$ cat config.mk
export PLATFORM = sky130hd
export DESIGN_NAME = swmcs_core
export DESIGN_NICKNAME = d
export VERILOG_FILES = /design/src/hw/swmcs_core.v
export VERILOG_INCLUDE_DIRS = /design/src /design/src/pkg
export SDC_FILE = /design/constraint.sdc
export NUM_CORES = 1
export LEC_CHECK = 0
export ABC_AREA = 1
export BUFFER_PORTS_ARGS = -buffer_cell sky130_fd_sc_hd__clkbuf_2
export CAP_MARGIN = 10
export CELL_PAD_IN_SITES_DETAIL_PLACEMENT = 1
export CELL_PAD_IN_SITES_GLOBAL_PLACEMENT = 1
export CORE_MARGIN = 5
export CORE_UTILIZATION = 41
export CTS_BUF_LIST = sky130_fd_sc_hd__clkbuf_8
export CTS_CLUSTER_DIAMETER = 50
export DETAILED_ROUTE_END_ITERATION = 8
export PLACE_DENSITY = 0.8
export SETUP_SLACK_MARGIN = 0.1
export SYNTH_ARGS = -nofsm -noshare
export SYNTH_HDL_FRONTEND = slang
export SYNTH_SLANG_ARGS = --single-unit
$ cat constraint.sdc
create_clock -name i_clock -period 1.8 [get_ports i_clock]
set_input_delay 0.54 -clock i_clock [delete_from_list [all_inputs] [get_ports i_clock]]
set_output_delay 0.54 -clock i_clock [all_outputs]
set_load 0.02 [all_outputs]
$ cat src/pkg/swmcs_defines.vh
// Constants for the serial wire mode and clock select block
`ifndef SWMCS_DEFINES_VH
`define SWMCS_DEFINES_VH
// Wire mode field encodings
`define SWMCS_WM_OFF 2'h0
`define SWMCS_WM_THREE 2'h1
`define SWMCS_WM_TWO 2'h2
`define SWMCS_WM_TWO_HOLD 2'h3
// Clock source field encodings
`define SWMCS_CS_STROBE 2'h0
`define SWMCS_CS_TIMER 2'h1
`define SWMCS_CS_EXT_POS 2'h2
`define SWMCS_CS_EXT_NEG 2'h3
// Field positions within the control byte
`define SWMCS_CTRL_TC_BIT 0
`define SWMCS_CTRL_CLK_BIT 1
`define SWMCS_CTRL_CS_LSB 2
`define SWMCS_CTRL_WM_LSB 4
// Reset values and counter maximum
`define SWMCS_RST_BYTE 8'h00
`define SWMCS_RST_CNT 4'h0
`define SWMCS_CNT_MAX 4'hf
`endif

$ cat src/hw/swmcs_core.v
// Wire mode output steering and clock source selection for the serial unit
//
// Overview of operation
// - Mode 00 disables serial outputs, clock hold and start detector.
// - Inputs always work; shift and count clocks remain available in every mode.
// - Three-wire: shift MSB replaces port bit; direction bit still sets direction.
// - Three-wire leaves input and clock pins as ordinary port pins.
// - Two-wire: data and clock pins open-drain, enabled by direction bits.
// - Data line pulled low when shift MSB or port bit is zero.
// - Clock line pulled low when port bit zero or start hold active.
// - Start condition holds clock low until start flag cleared.
// - Two-wire keeps pin inputs and disables both pull-ups.
// - Mode 11 also holds clock low from overflow until flag cleared.
// - External clock: output changes on edge opposite to sampling edge.
// - Strobe or timer clock: output latch transparent.
// - Select 00: one shift and count per strobe write, none otherwise.
// - Select 01: timer compare match clocks shift register and counter.
// - Select 10/11: shift on rising/falling edge; counter on both edges.
// - External with strobe bit set: counter clocked only by toggle writes.
// - Toggle write inverts the clock pin port value regardless of direction.
// - Counter wrap from 15 to 0 sets the overflow flag.
`include "swmcs_defines.vh"
module swmcs_core (
  input wire i_clock,
  input wire i_reset_n,
  // Control byte write: wire mode, clock source, strobe and toggle bits
  input wire i_ctrl_wr,
  input wire [7:0] i_ctrl_wdata,
  // Data register write
  input wire i_data_wr,
  input wire [7:0] i_data_wdata,
  // Counter write
  input wire i_cnt_wr,
  input wire [3:0] i_cnt_wdata,
  // Flag clears, write one to clear
  input wire i_start_flag_clr,
  input wire i_ovf_flag_clr,
  // Timer compare match pulse, same clock
  input wire i_timer_match,
  // General-purpose port and direction bits of data and clock pins
  input wire i_data_port,
  input wire i_data_dir,
  input wire i_clk_dir,
  // Pins from outside
  input wire i_serial_in_pin,
  input wire i_serial_clk_pin,
  // Data output pin
  output reg o_data_out,
  output reg o_data_oe,
  output reg o_data_pullup,
  // Clock pin
  output reg o_clk_out,
  output reg o_clk_oe,
  output reg o_clk_pullup,
  // Status
  output reg [7:0] o_shift_data,
  output reg [3:0] o_cnt,
  output reg o_start_cond_flag,
  output reg o_cnt_ovf_flag,
  output reg [1:0] o_wire_mode_sel,
  output reg [1:0] o_clk_src_sel,
  output reg o_clk_strobe_bit,
  output reg o_clk_port
);

  // ==========================================================
  // Control state
  // ==========================================================
  reg [1:0] wire_mode_sel;
  reg [1:0] clk_src_sel;
  reg clk_strobe_bit;
  reg clk_port;
  reg [7:0] shift_reg;
  reg [3:0] cnt;
  reg start_cond_flag;
  reg cnt_ovf_flag;
  reg out_latch;
  // Open during the first half of an external clock cycle
  reg latch_open;
  reg start_hold;
  reg ovf_hold;
  reg data_sync1, data_sync2;
  reg clk_sync1, clk_sync2, clk_prev;
  reg data_prev;

  wire strobe_wr = i_ctrl_wr & i_ctrl_wdata[`SWMCS_CTRL_CLK_BIT];
  wire toggle_wr = i_ctrl_wr & i_ctrl_wdata[`SWMCS_CTRL_TC_BIT];
  wire two_wire = wire_mode_sel[1];

  // ==========================================================
  // Pin synchronisers
  // ==========================================================
  // Only the second stage is ever read, keeping metastability contained
  always @(posedge i_clock or negedge i_reset_n) begin
    if (!i_reset_n) begin
      data_sync1 <= 1'b1;
      data_sync2 <= 1'b1;
      // Idle level of the pulled-up clock line, so no false edge follows reset
      clk_sync1 <= 1'b1;
      clk_sync2 <= 1'b1;
      clk_prev <= 1'b1;
      data_prev <= 1'b1;
    end else begin
      data_sync1 <= i_serial_in_pin;
      data_sync2 <= data_sync1;
      clk_sync1 <= i_serial_clk_pin;
      clk_sync2 <= clk_sync1;
      clk_prev <= clk_sync2;
      data_prev <= data_sync2;
    end
  end

  wire ext_rise = clk_sync2 & ~clk_prev;
  wire ext_fall = ~clk_sync2 & clk_prev;
  // Start condition: data falls while clock high, detector off in mode 00
  wire start_det = two_wire & data_prev & ~data_sync2 & clk_sync2;

  // ==========================================================
  // Clock source selection
  // ==========================================================
  reg shift_tick;
  reg cnt_tick;
  always @* begin
    shift_tick = 1'b0;
    cnt_tick = 1'b0;
    case (clk_src_sel)
      `SWMCS_CS_STROBE: begin
        shift_tick = strobe_wr;
        cnt_tick = strobe_wr;
      end
      `SWMCS_CS_TIMER: begin
        shift_tick = i_timer_match;
        cnt_tick = i_timer_match;
      end
      `SWMCS_CS_EXT_POS: begin
        shift_tick = ext_rise;
        cnt_tick = clk_strobe_bit ? toggle_wr : (ext_rise | ext_fall);
      end
      `SWMCS_CS_EXT_NEG: begin
        shift_tick = ext_fall;
        cnt_tick = clk_strobe_bit ? toggle_wr : (ext_rise | ext_fall);
      end
      default: begin
        shift_tick = 1'b0;
        cnt_tick = 1'b0;
      end
    endcase
  end

  // Sampling edge of the external clock; output latch closes on it
  wire sample_edge = (clk_src_sel == `SWMCS_CS_EXT_NEG) ? ext_fall : ext_rise;
  wire opposite_edge = (clk_src_sel == `SWMCS_CS_EXT_NEG) ? ext_rise : ext_fall;
  wire [3:0] next_cnt = cnt + 4'h1;
  wire cnt_wrap = cnt_tick & (cnt == `SWMCS_CNT_MAX) & ~i_cnt_wr;
  wire next_msb = i_data_wr ? i_data_wdata[7] : (shift_tick ? shift_reg[6] : shift_reg[7]);

  // ==========================================================
  // Control, shift register, counter and flags
  // ==========================================================
  always @(posedge i_clock or negedge i_reset_n) begin
    if (!i_reset_n) begin
      wire_mode_sel <= 2'h0;
      clk_src_sel <= 2'h0;
      clk_strobe_bit <= 1'b0;
      clk_port <= 1'b0;
      shift_reg <= 8'h00;
      cnt <= `SWMCS_RST_CNT;
      start_cond_flag <= 1'b0;
      cnt_ovf_flag <= 1'b0;
      out_latch <= 1'b0;
      start_hold <= 1'b0;
      ovf_hold <= 1'b0;
    end else begin
      if (i_ctrl_wr) begin
        wire_mode_sel <= i_ctrl_wdata[`SWMCS_CTRL_WM_LSB +: 2];
        clk_src_sel <= i_ctrl_wdata[`SWMCS_CTRL_CS_LSB +: 2];
        // Strobe bit persists only as a select with external clock
        clk_strobe_bit <= i_ctrl_wdata[`SWMCS_CTRL_CLK_BIT] & i_ctrl_wdata[`SWMCS_CTRL_CS_LSB + 1];
      end
      // Toggle flips port value whatever the direction bit says
      if (toggle_wr)
        clk_port <= ~clk_port;
      // A written value beats a simultaneous shift
      if (i_data_wr)
        shift_reg <= i_data_wdata;
      else if (shift_tick)
        shift_reg <= {shift_reg[6:0], data_sync2};
      if (i_cnt_wr)
        cnt <= i_cnt_wdata;
      else if (cnt_tick)
        cnt <= next_cnt;
      // Set wins over clear for both flags
      if (cnt_wrap)
        cnt_ovf_flag <= 1'b1;
      else if (i_ovf_flag_clr)
        cnt_ovf_flag <= 1'b0;
      if (start_det)
        start_cond_flag <= 1'b1;
      else if (i_start_flag_clr)
        start_cond_flag <= 1'b0;
      // Clock hold after start until flag cleared, only when output enabled
      if (start_det & i_clk_dir)
        start_hold <= 1'b1;
      else if (i_start_flag_clr | ~two_wire)
        start_hold <= 1'b0;
      // Overflow hold in mode 11 until overflow flag cleared
      if (cnt_wrap & (wire_mode_sel == `SWMCS_WM_TWO_HOLD))
        ovf_hold <= 1'b1;
      else if (i_ovf_flag_clr | (wire_mode_sel != `SWMCS_WM_TWO_HOLD))
        ovf_hold <= 1'b0;
      // Latch follows MSB on opposite edge; holds across the sampling edge
      if (!clk_src_sel[1])
        out_latch <= next_msb;
      else if (opposite_edge | ~sample_edge & latch_open)
        out_latch <= next_msb;
    end
  end

  // Latch open during first half of external clock cycle
  always @(posedge i_clock or negedge i_reset_n) begin
    if (!i_reset_n)
      latch_open <= 1'b1;
    else if (sample_edge)
      latch_open <= 1'b0;
    else if (opposite_edge)
      latch_open <= 1'b1;
  end

  // Internal clocks see the new MSB in the same cycle it is made
  wire serial_out = clk_src_sel[1] ? out_latch : next_msb;

  // ==========================================================
  // Pin output steering
  // ==========================================================
  // Registered outputs trade one cycle of delay for glitch-free pins
  always @(posedge i_clock or negedge i_reset_n) begin
    if (!i_reset_n) begin
      o_data_out <= 1'b0;
      o_data_oe <= 1'b0;
      o_data_pullup <= 1'b0;
      o_clk_out <= 1'b0;
      o_clk_oe <= 1'b0;
      o_clk_pullup <= 1'b0;
    end else begin
      case (wire_mode_sel)
        `SWMCS_WM_OFF: begin
          o_data_out <= i_data_port;
          o_data_oe <= i_data_dir;
          o_data_pullup <= ~i_data_dir & i_data_port;
          o_clk_out <= clk_port;
          o_clk_oe <= i_clk_dir;
          o_clk_pullup <= ~i_clk_dir & clk_port;
        end
        `SWMCS_WM_THREE: begin
          o_data_out <= serial_out;
          o_data_oe <= i_data_dir;
          o_data_pullup <= ~i_data_dir & i_data_port;
          o_clk_out <= clk_port;
          o_clk_oe <= i_clk_dir;
          o_clk_pullup <= ~i_clk_dir & clk_port;
        end
        default: begin
          // Open drain: only ever drive low
          o_data_out <= 1'b0;
          o_data_oe <= i_data_dir & (~serial_out | ~i_data_port);
          o_data_pullup <= 1'b0;
          o_clk_out <= 1'b0;
          o_clk_oe <= i_clk_dir & (~clk_port | start_hold | ovf_hold);
          o_clk_pullup <= 1'b0;
        end
      endcase
    end
  end

  // ==========================================================
  // Status outputs
  // ==========================================================
  always @(posedge i_clock or negedge i_reset_n) begin
    if (!i_reset_n) begin
      o_shift_data <= 8'h00;
      o_cnt <= 4'h0;
      o_start_cond_flag <= 1'b0;
      o_cnt_ovf_flag <= 1'b0;
      o_wire_mode_sel <= 2'h0;
      o_clk_src_sel <= 2'h0;
      o_clk_strobe_bit <= 1'b0;
      o_clk_port <= 1'b0;
    end else begin
      o_shift_data <= shift_reg;
      o_cnt <= cnt;
      o_start_cond_flag <= start_cond_flag;
      o_cnt_ovf_flag <= cnt_ovf_flag;
      o_wire_mode_sel <= wire_mode_sel;
      o_clk_src_sel <= clk_src_sel;
      o_clk_strobe_bit <= clk_strobe_bit;
      o_clk_port <= clk_port;
    end
  end

endmodule // swmcs_core

==> results of run 1 <==
## stage by stage
step	total power [W]	instances	setup WS, ns	util
6_report	0.002974	348	0.1375	0.5433
3_3_place_gp	0.002092	334	0.1101	0.4976
2_1_floorplan	0.001885	211	0.2474	-
3_5_place_dp	0.002121	334	0.01604	0.4976
5_1_grt	0.003146	348	0.04963	0.5433
4_1_cts	0.002987	345	0.1135	0.5278
## routing by layer
| metal | vias up | GRT usage |
|---|---|---|
| met1 | 798 | 0.1788 |
| met2 | 34 | 0.2507 |
| li1 | 804 | - |
| met4 | 0 | 0.04458 |
| met3 | 6 | 0.04356 |
| met5 | - | 0 |
## power groups by stage
stage / Clock [W] / Sequential (W) / Combinational, W
global placement: 0 / 0.00154 / 0.000549
global route: 0.000919 / 0.00156 / 0.000669
detailed placement: 0 / 0.00156 / 0.000562
CTS: 0.000866 / 0.00153 / 0.000586
finish: 0.000837 / 0.00154 / 0.000602
floorplan: 0 / 0.00164 / 0.000242
## what timing repair did
action | in CTS | in global routing
hold buffers | 0 | 0
pin swaps | 1 | 4
buffers inserted | 3 | 3
gates resized for setup | 1 | 15
setup endpoints to repair | 4 | 12
## worst paths after layout
check | from | end | cells past startpoint
max in group asynchronous | i_reset_n | clk_sync1 | 2
max | clk_prev | shift_reg[4] | 9
min | i_reset_n | o_clk_oe | 2
max reg2reg | clk_prev | shift_reg[4] | 9
min reg2reg | data_sync1 | data_sync2 | 0
min in group i_clock | i_serial_in_pin | data_sync1 | 1
## layout make-up
type | instances | area (µm²)
clock buffers | 5 | 68.82
clock inverters | 3 | 46.29
fillers | 607 | 2347
inverters | 30 | 115.1
multi-input cells | 119 | 684.4
flip-flops and latches | 56 | 1410
well taps | 70 | 87.58
repair buffers | 65 | 380.4
## layout by cell type, fill, tap and decap left out, types with 2 or more instances in the layout
| cell type | count |
|---|---|
| nand3_4 | 2 |
| nor2_4 | 3 |
| nand4_1 | 2 |
| dfstp_2 | 7 |
| nand2_2 | 2 |
| clkbuf_8 | 5 |
| o21ai_1 | 3 |
| nor2_1 | 10 |
| nor2_2 | 2 |
| a21oi_1 | 6 |
| dfrtp_1 | 49 |
| nand2_1 | 41 |
| nand3_2 | 3 |
| buf_6 | 2 |
| inv_2 | 4 |
| buf_12 | 2 |
| nor3_1 | 7 |
| nor3_2 | 2 |
| inv_1 | 25 |
| clkbuf_2 | 56 |
| o21ai_0 | 14 |
| nand3_1 | 9 |
| a21oi_2 | 2 |
| buf_4 | 5 |
## kinds of logic after synthesis
group,after synthesis,share of synthesized area
AOI/OAI and AO/OA,31,0.08067
xor gates and xnor gates,1,0.004005
adders and majority gates,3,0.01716
buffers and inverters,36,0.06750
DFF,56,0.6447
and+or+nand+nor,84,0.1859
## worst max-delay path, cell delays in order (launching register included)
cell and delay (ns):
dfstp_2 0.55, inv_1 0.05, ha_2 0.20, nand3_2 0.10, nand2_4 0.08, nor2_4 0.18
buf_6 0.15, nor3_1 0.05, a21oi_1 0.11, o21ai_0 0.10
==> run summary, run 1 <==
Sw power = 0.0009012 W
Antenna viol nets, final = 0
FF-to-FF setup slack = 0.14 ns
Netlist Area Pre-Place = 0.002187 mm²
Number of diodes = 0
Crit end category = register
H-tree depth = 2
Fmax = 601.5 MHz
Post-DP Area = 0.002557 mm²
Max Root-Sink Buffers = 2
Syn. warnings = 0
Clock root buffer = clkbuf_8
Nets@finish = 313
Area of the core = 0.005140 mm²
Gr ovfl total = 0
Maximum VDD drop = 0.0005834 V
Synth Register Bits = 56
Clock Skew = 0.01090 ns
Placer's final routability congestion estimate = 0.7741
Max layer used = met4
Hpwl dp = 3551 µm
Sequential power share = 0.516
P per Cell Area = 1065 mW/mm²
Post-route clock period utilization = 0.9236
WP data arrival = 1.86 ns
Pin slew with the least headroom to its limit = 0.4933 ns
Area fraction of the dominant cell type after synthesis = 0.5606
Ports = 59
Most common cell in the synthesized netlist = dfrtp_1
Tot GR Track Use = 0.1469
Number of global-route vias before repair = 1745
Syn Area/Cell = 10.37 µm²
Min Tclk post-route = 1.663 ns
Internal power = 0.002073 W
Met3 WL = 210 µm
Status = completed
First-pass GRT wire length = 8169 µm
Worst-Skew Late Latency = 0.31 ns
Initial antenna violation count = 0
Power share of the combinational group = 0.202
Final hold violations = 0
Slew HR = 0.6711
Clock transition at path regs = 0.10 ns
Synthesis-to-finish area growth = 27.69%
CP Launch Type = register
Post-route DRC = 0
Post-synth EDFFs = 0
Max_cap viols = 0
Hold Crit Class = input port to asynchronous set/reset pin
DRT iter0 DRCs = 51
Wl on met1 = 2179 µm
Total die area = 0.006895 mm²
Die width = 83.04 µm
FFs w/ async S/R, synth = 1.000
Detailed Route WL = 5089 µm
Layout cell share with drive strength beyond 1 = 0.3813
Largest net degree at the start of global routing = 57
Synth area leaders = dfrtp_1 (56%), dfstp_2 (8.4%), nand2_1 (7.0%)
Number of I/O port buffers = 56
Required time of the critical path = 2.00 ns
Leading area contributor after synthesis = dfrtp_1
CTS tree = yes
RSZ-0062 raised after global routing = no
Setup TNS = 0 ns
Total CTS buffers = 5
Cell variety after synth = 29
Vias post-DR = 1642
Drt wl/cell = 14.62 µm
Setup violators final = 0
CP Max Fanout = 5
Sequential share of the synthesized area = 0.6447
Finished Cell Area = 0.002793 mm²
Vias per cell = 4.718
Met2 Wirelength = 2632 µm
Mapped Nets = 247
Leakage = 1.446 nW
Die height = 83.04 µm
Post-synth top cells = dfrtp_1 (49), nand2_1 (41), inv_1 (26)
Max-slew violation count = 0
Sw Share = 0.3030
Setup CP Type = register to register
DR pass1 iterations = 4
Initial Utilization = 0.4255
Hold slack = 0.2048 ns
Clock share of power = 0.281
Ys flop type = dfrtp_1
TritonCTS Sinks = 56
Syn Inst Count = 211
Site row count = 26
(Power assumes the default switching activity.)
==> inputs of run 2 (changes only) <==
--- a/config.mk
+++ b/config.mk
@@ -11,7 +11,7 @@
 export CAP_MARGIN = 10
 export CELL_PAD_IN_SITES_DETAIL_PLACEMENT = 1
 export CELL_PAD_IN_SITES_GLOBAL_PLACEMENT = 1
-export CORE_MARGIN = 5
+export CORE_MARGIN = 3
 export CORE_UTILIZATION = 41
 export CTS_BUF_LIST = sky130_fd_sc_hd__clkbuf_8
 export CTS_CLUSTER_DIAMETER = 50
==> run 2 against run 1 <==
  * Clock power down 18%
  * Die area decreased by 9.4%
  * Power fell by 4.8%
  * Cell count shrank 1.4%
  * Sequential power is essentially flat
  * Global-route usage is 1.5 points higher
  * Register-to-register slack is essentially flat
  * Critical path type unchanged
  * Largest cell class unchanged
==> run summary, run 2 (synthesis gave the netlist of run 1 again) <==
Min Tclk post-route = 1.654 ns (-0.008471 ns)
Drt wl/cell = 14.62 µm (about the same)
WP data arrival = 1.85 ns (about the same)
Final hold violations = 0 (unchanged)
Max-slew violation count = 0 (unchanged)
Synthesis-to-finish area growth = 26.43%
Nets@finish = 311 (-0.64%)
Sw power = 0.0009040 W (+0.31%)
Commonest non-fill, non-tap cell in the layout = clkbuf_2
Hold Crit Class = input port to asynchronous set/reset pin
Internal power = 0.001928 W (-7.0%)
H-tree depth = 2 (unchanged)
Number of global-route vias before repair = 1770 (+1.4%)
Placer's final routability congestion estimate = 0.7464 (-3.6%)
Number of diodes = 0 (unchanged)
Reg area = 0.001411 mm² (about the same)
CP Max Fanout = 6 (+1)
Vias per cell = 4.813 (+2.0%)
Die height = 79.04 µm (-4.8%)
Commonest cells after routing, fill and taps aside = clkbuf_2 (56), dfrtp_1 (48), nand2_1 (41)
Worst Path Buf+Inv = 2 (unchanged)
Maximum VDD drop = 0.0004278 V (-27%)
Sequential power share = 0.542 (+0.026)
Setup CP Type = register to register
Status = completed
Leakage = 1.422 nW (-1.7%)
Largest net degree at the start of global routing = 57 (unchanged)
CP delay by family, top = flip-flops
DR pass1 iterations = 4 (unchanged)
Setup violators final = 0 (unchanged)
Worst R2R Start = clk_sync2
DRT iter0 DRCs = 77 (+51%)
Non-Filler Instances = 343 (-1.4%)
Clock Skew = 0.008223 ns (-0.002682 ns)
Vias post-DR = 1651 (+0.55%)
Die width = 79.04 µm (-4.8%)
Total die area = 0.006247 mm² (-9.4%)
CP max stage delay = 0.60 ns (+0.05 ns)
Slew HR = 0.7696 (+0.09842)
Cells after DPL = 331 (-0.90%)
CP Launch Type = register
Clock share of power = 0.243 (-0.038)
Initial Utilization = 0.4425 (+0.01702)
Area of the core = 0.004942 mm² (-3.8%)
Clock root buffer = clkbuf_8
Initial antenna violation count = 0 (unchanged)
Max_cap viols = 0 (unchanged)
Fmax = 604.6 MHz (+0.51%)
Worst-Skew Late Latency = 0.31 ns (about the same)
Worst path slowest cell = dfstp_2
CTS tree = yes
Gr ovfl total = 0 (unchanged)
Hpwl dp = 3553 µm (about the same)
TritonCTS Sinks = 56 (unchanged)
Layout cell share with drive strength beyond 1 = 0.3804 (-0.0008602)
Max Root-Sink Buffers = 2 (unchanged)
Post-route clock period utilization = 0.9189 (-0.004706)
Setup TNS = 0 ns (unchanged)
Required time of the critical path = 1.99 ns (about the same)
Site row count = 25 (-3.8%)
Timing startpoint of the critical path = clk_sync2
Crit end category = register
Number of I/O port buffers = 56 (unchanged)
RSZ-0062 raised after global routing = yes
Power share of the combinational group = 0.216 (+0.014)
Ports = 59 (unchanged)
Post-route DRC = 0 (unchanged)
Sw Share = 0.3193 (+0.01623)
Tot GR Track Use = 0.1623 (+0.01545)
Number of fillers in the final layout = 603 (-0.66%)
Multi-input gate area = 704.4 µm² (+2.9%)
Clock transition at path regs = 0.10 ns (about the same)
Antenna viol nets, final = 0 (unchanged)
Hold_buf cts = 0 (unchanged)
Pin slew with the least headroom to its limit = 0.3420 ns (-0.1512 ns)
Worst-path cell chain = inv_2 -> ha_4 -> nand3_4 -> nand2_4 -> nor2_4 -> buf_12 -> nor3_2 -> a21oi_1 -> o21ai_1
First-pass GRT wire length = 7948 µm (-2.7%)
Detailed Route WL = 5015 µm (-1.5%)
P per Cell Area = 1024 mW/mm² (-3.8%)
Total CTS buffers = 5 (unchanged)
run 2: cell type report:
cell class / count / share of cell area
clock buffers: 5 / 0.02489
clock inverters: 3 / 0.008597
inverters: 30 / 0.04163
multi-input cells: 119 / 0.2548
flip-flops and latches: 56 / 0.5104
well taps: 67 / 0.03032
repair buffers: 63 / 0.1294
run 2: worst reg2reg max path, cell delays in order, from the launching register on:
cell     delay [ns]
dfstp_2        0.60
inv_2          0.06
ha_4           0.17
nand3_4        0.09
nand2_4        0.06
nor2_4         0.15
buf_12         0.13
nor3_2         0.04
a21oi_1        0.15
o21ai_1        0.09
run 2: path summary, 6_finish.rpt:
| path | end | slack (ns) | cells past startpoint |
|---|---|---|---|
| max | shift_reg[0] | 0.15 | 9 |
| max reg2reg | shift_reg[0] | 0.15 | 9 |
| min | o_shift_data[6] | 0.21 | 2 |
| min in group i_clock | clk_sync1 | 0.31 | 1 |
| min reg2reg | data_sync2 | 0.36 | 0 |
| max in group asynchronous | latch_open | 1.26 | 2 |
run 2: layer usage:
| layer | up-vias | global-route usage | part of all wire |
|---|---|---|---|
| li1 | 795 | - | - |
| met1 | 817 | 0.1915 | 0.42 |
| met2 | 34 | 0.2879 | 0.53 |
| met3 | 5 | 0.04535 | 0.040 |
| met4 | 0 | 0.04639 | 0.0082 |
| met5 | - | 0 | 0 |
run 2: timing repair:
| item | 4_1_cts | 5_1_grt |
|---|---|---|
| resized for setup | 1 | 21 |
| endpoints found under the setup margin | 4 | 11 |
| pin swaps | 1 | 7 |
| buffers inserted | 2 | 2 |
run 2: power groups by stage:
stage | combinational [W] | clock (W) | sequential (W)
2_1_floorplan | 0.000242 | 0 | 0.00164
3_3_place_gp | 0.000547 | 0 | 0.00155
3_5_place_dp | 0.000566 | 0 | 0.00156
4_1_cts | 0.000585 | 0.000713 | 0.00153
5_1_grt | 0.000677 | 0.000777 | 0.00156
6_report | 0.000611 | 0.000688 | 0.00153
run 2: stage by stage:
step	cell area, µm²	power (W)	setup WS [ns]	util	hold WS (ns)
3_3_place_gp	2554	0.002093	0.09346	0.5167	0.3456
6_report	2765	0.002832	0.1459	0.5595	0.2138
4_1_cts	2679	0.002829	0.1195	0.5420	0.2332
5_1_grt	2765	0.003011	0.04866	0.5595	0.2370
3_5_place_dp	2554	0.002123	0.04086	0.5167	0.3476
2_1_floorplan	2187	0.001885	0.2474	-	0.2444
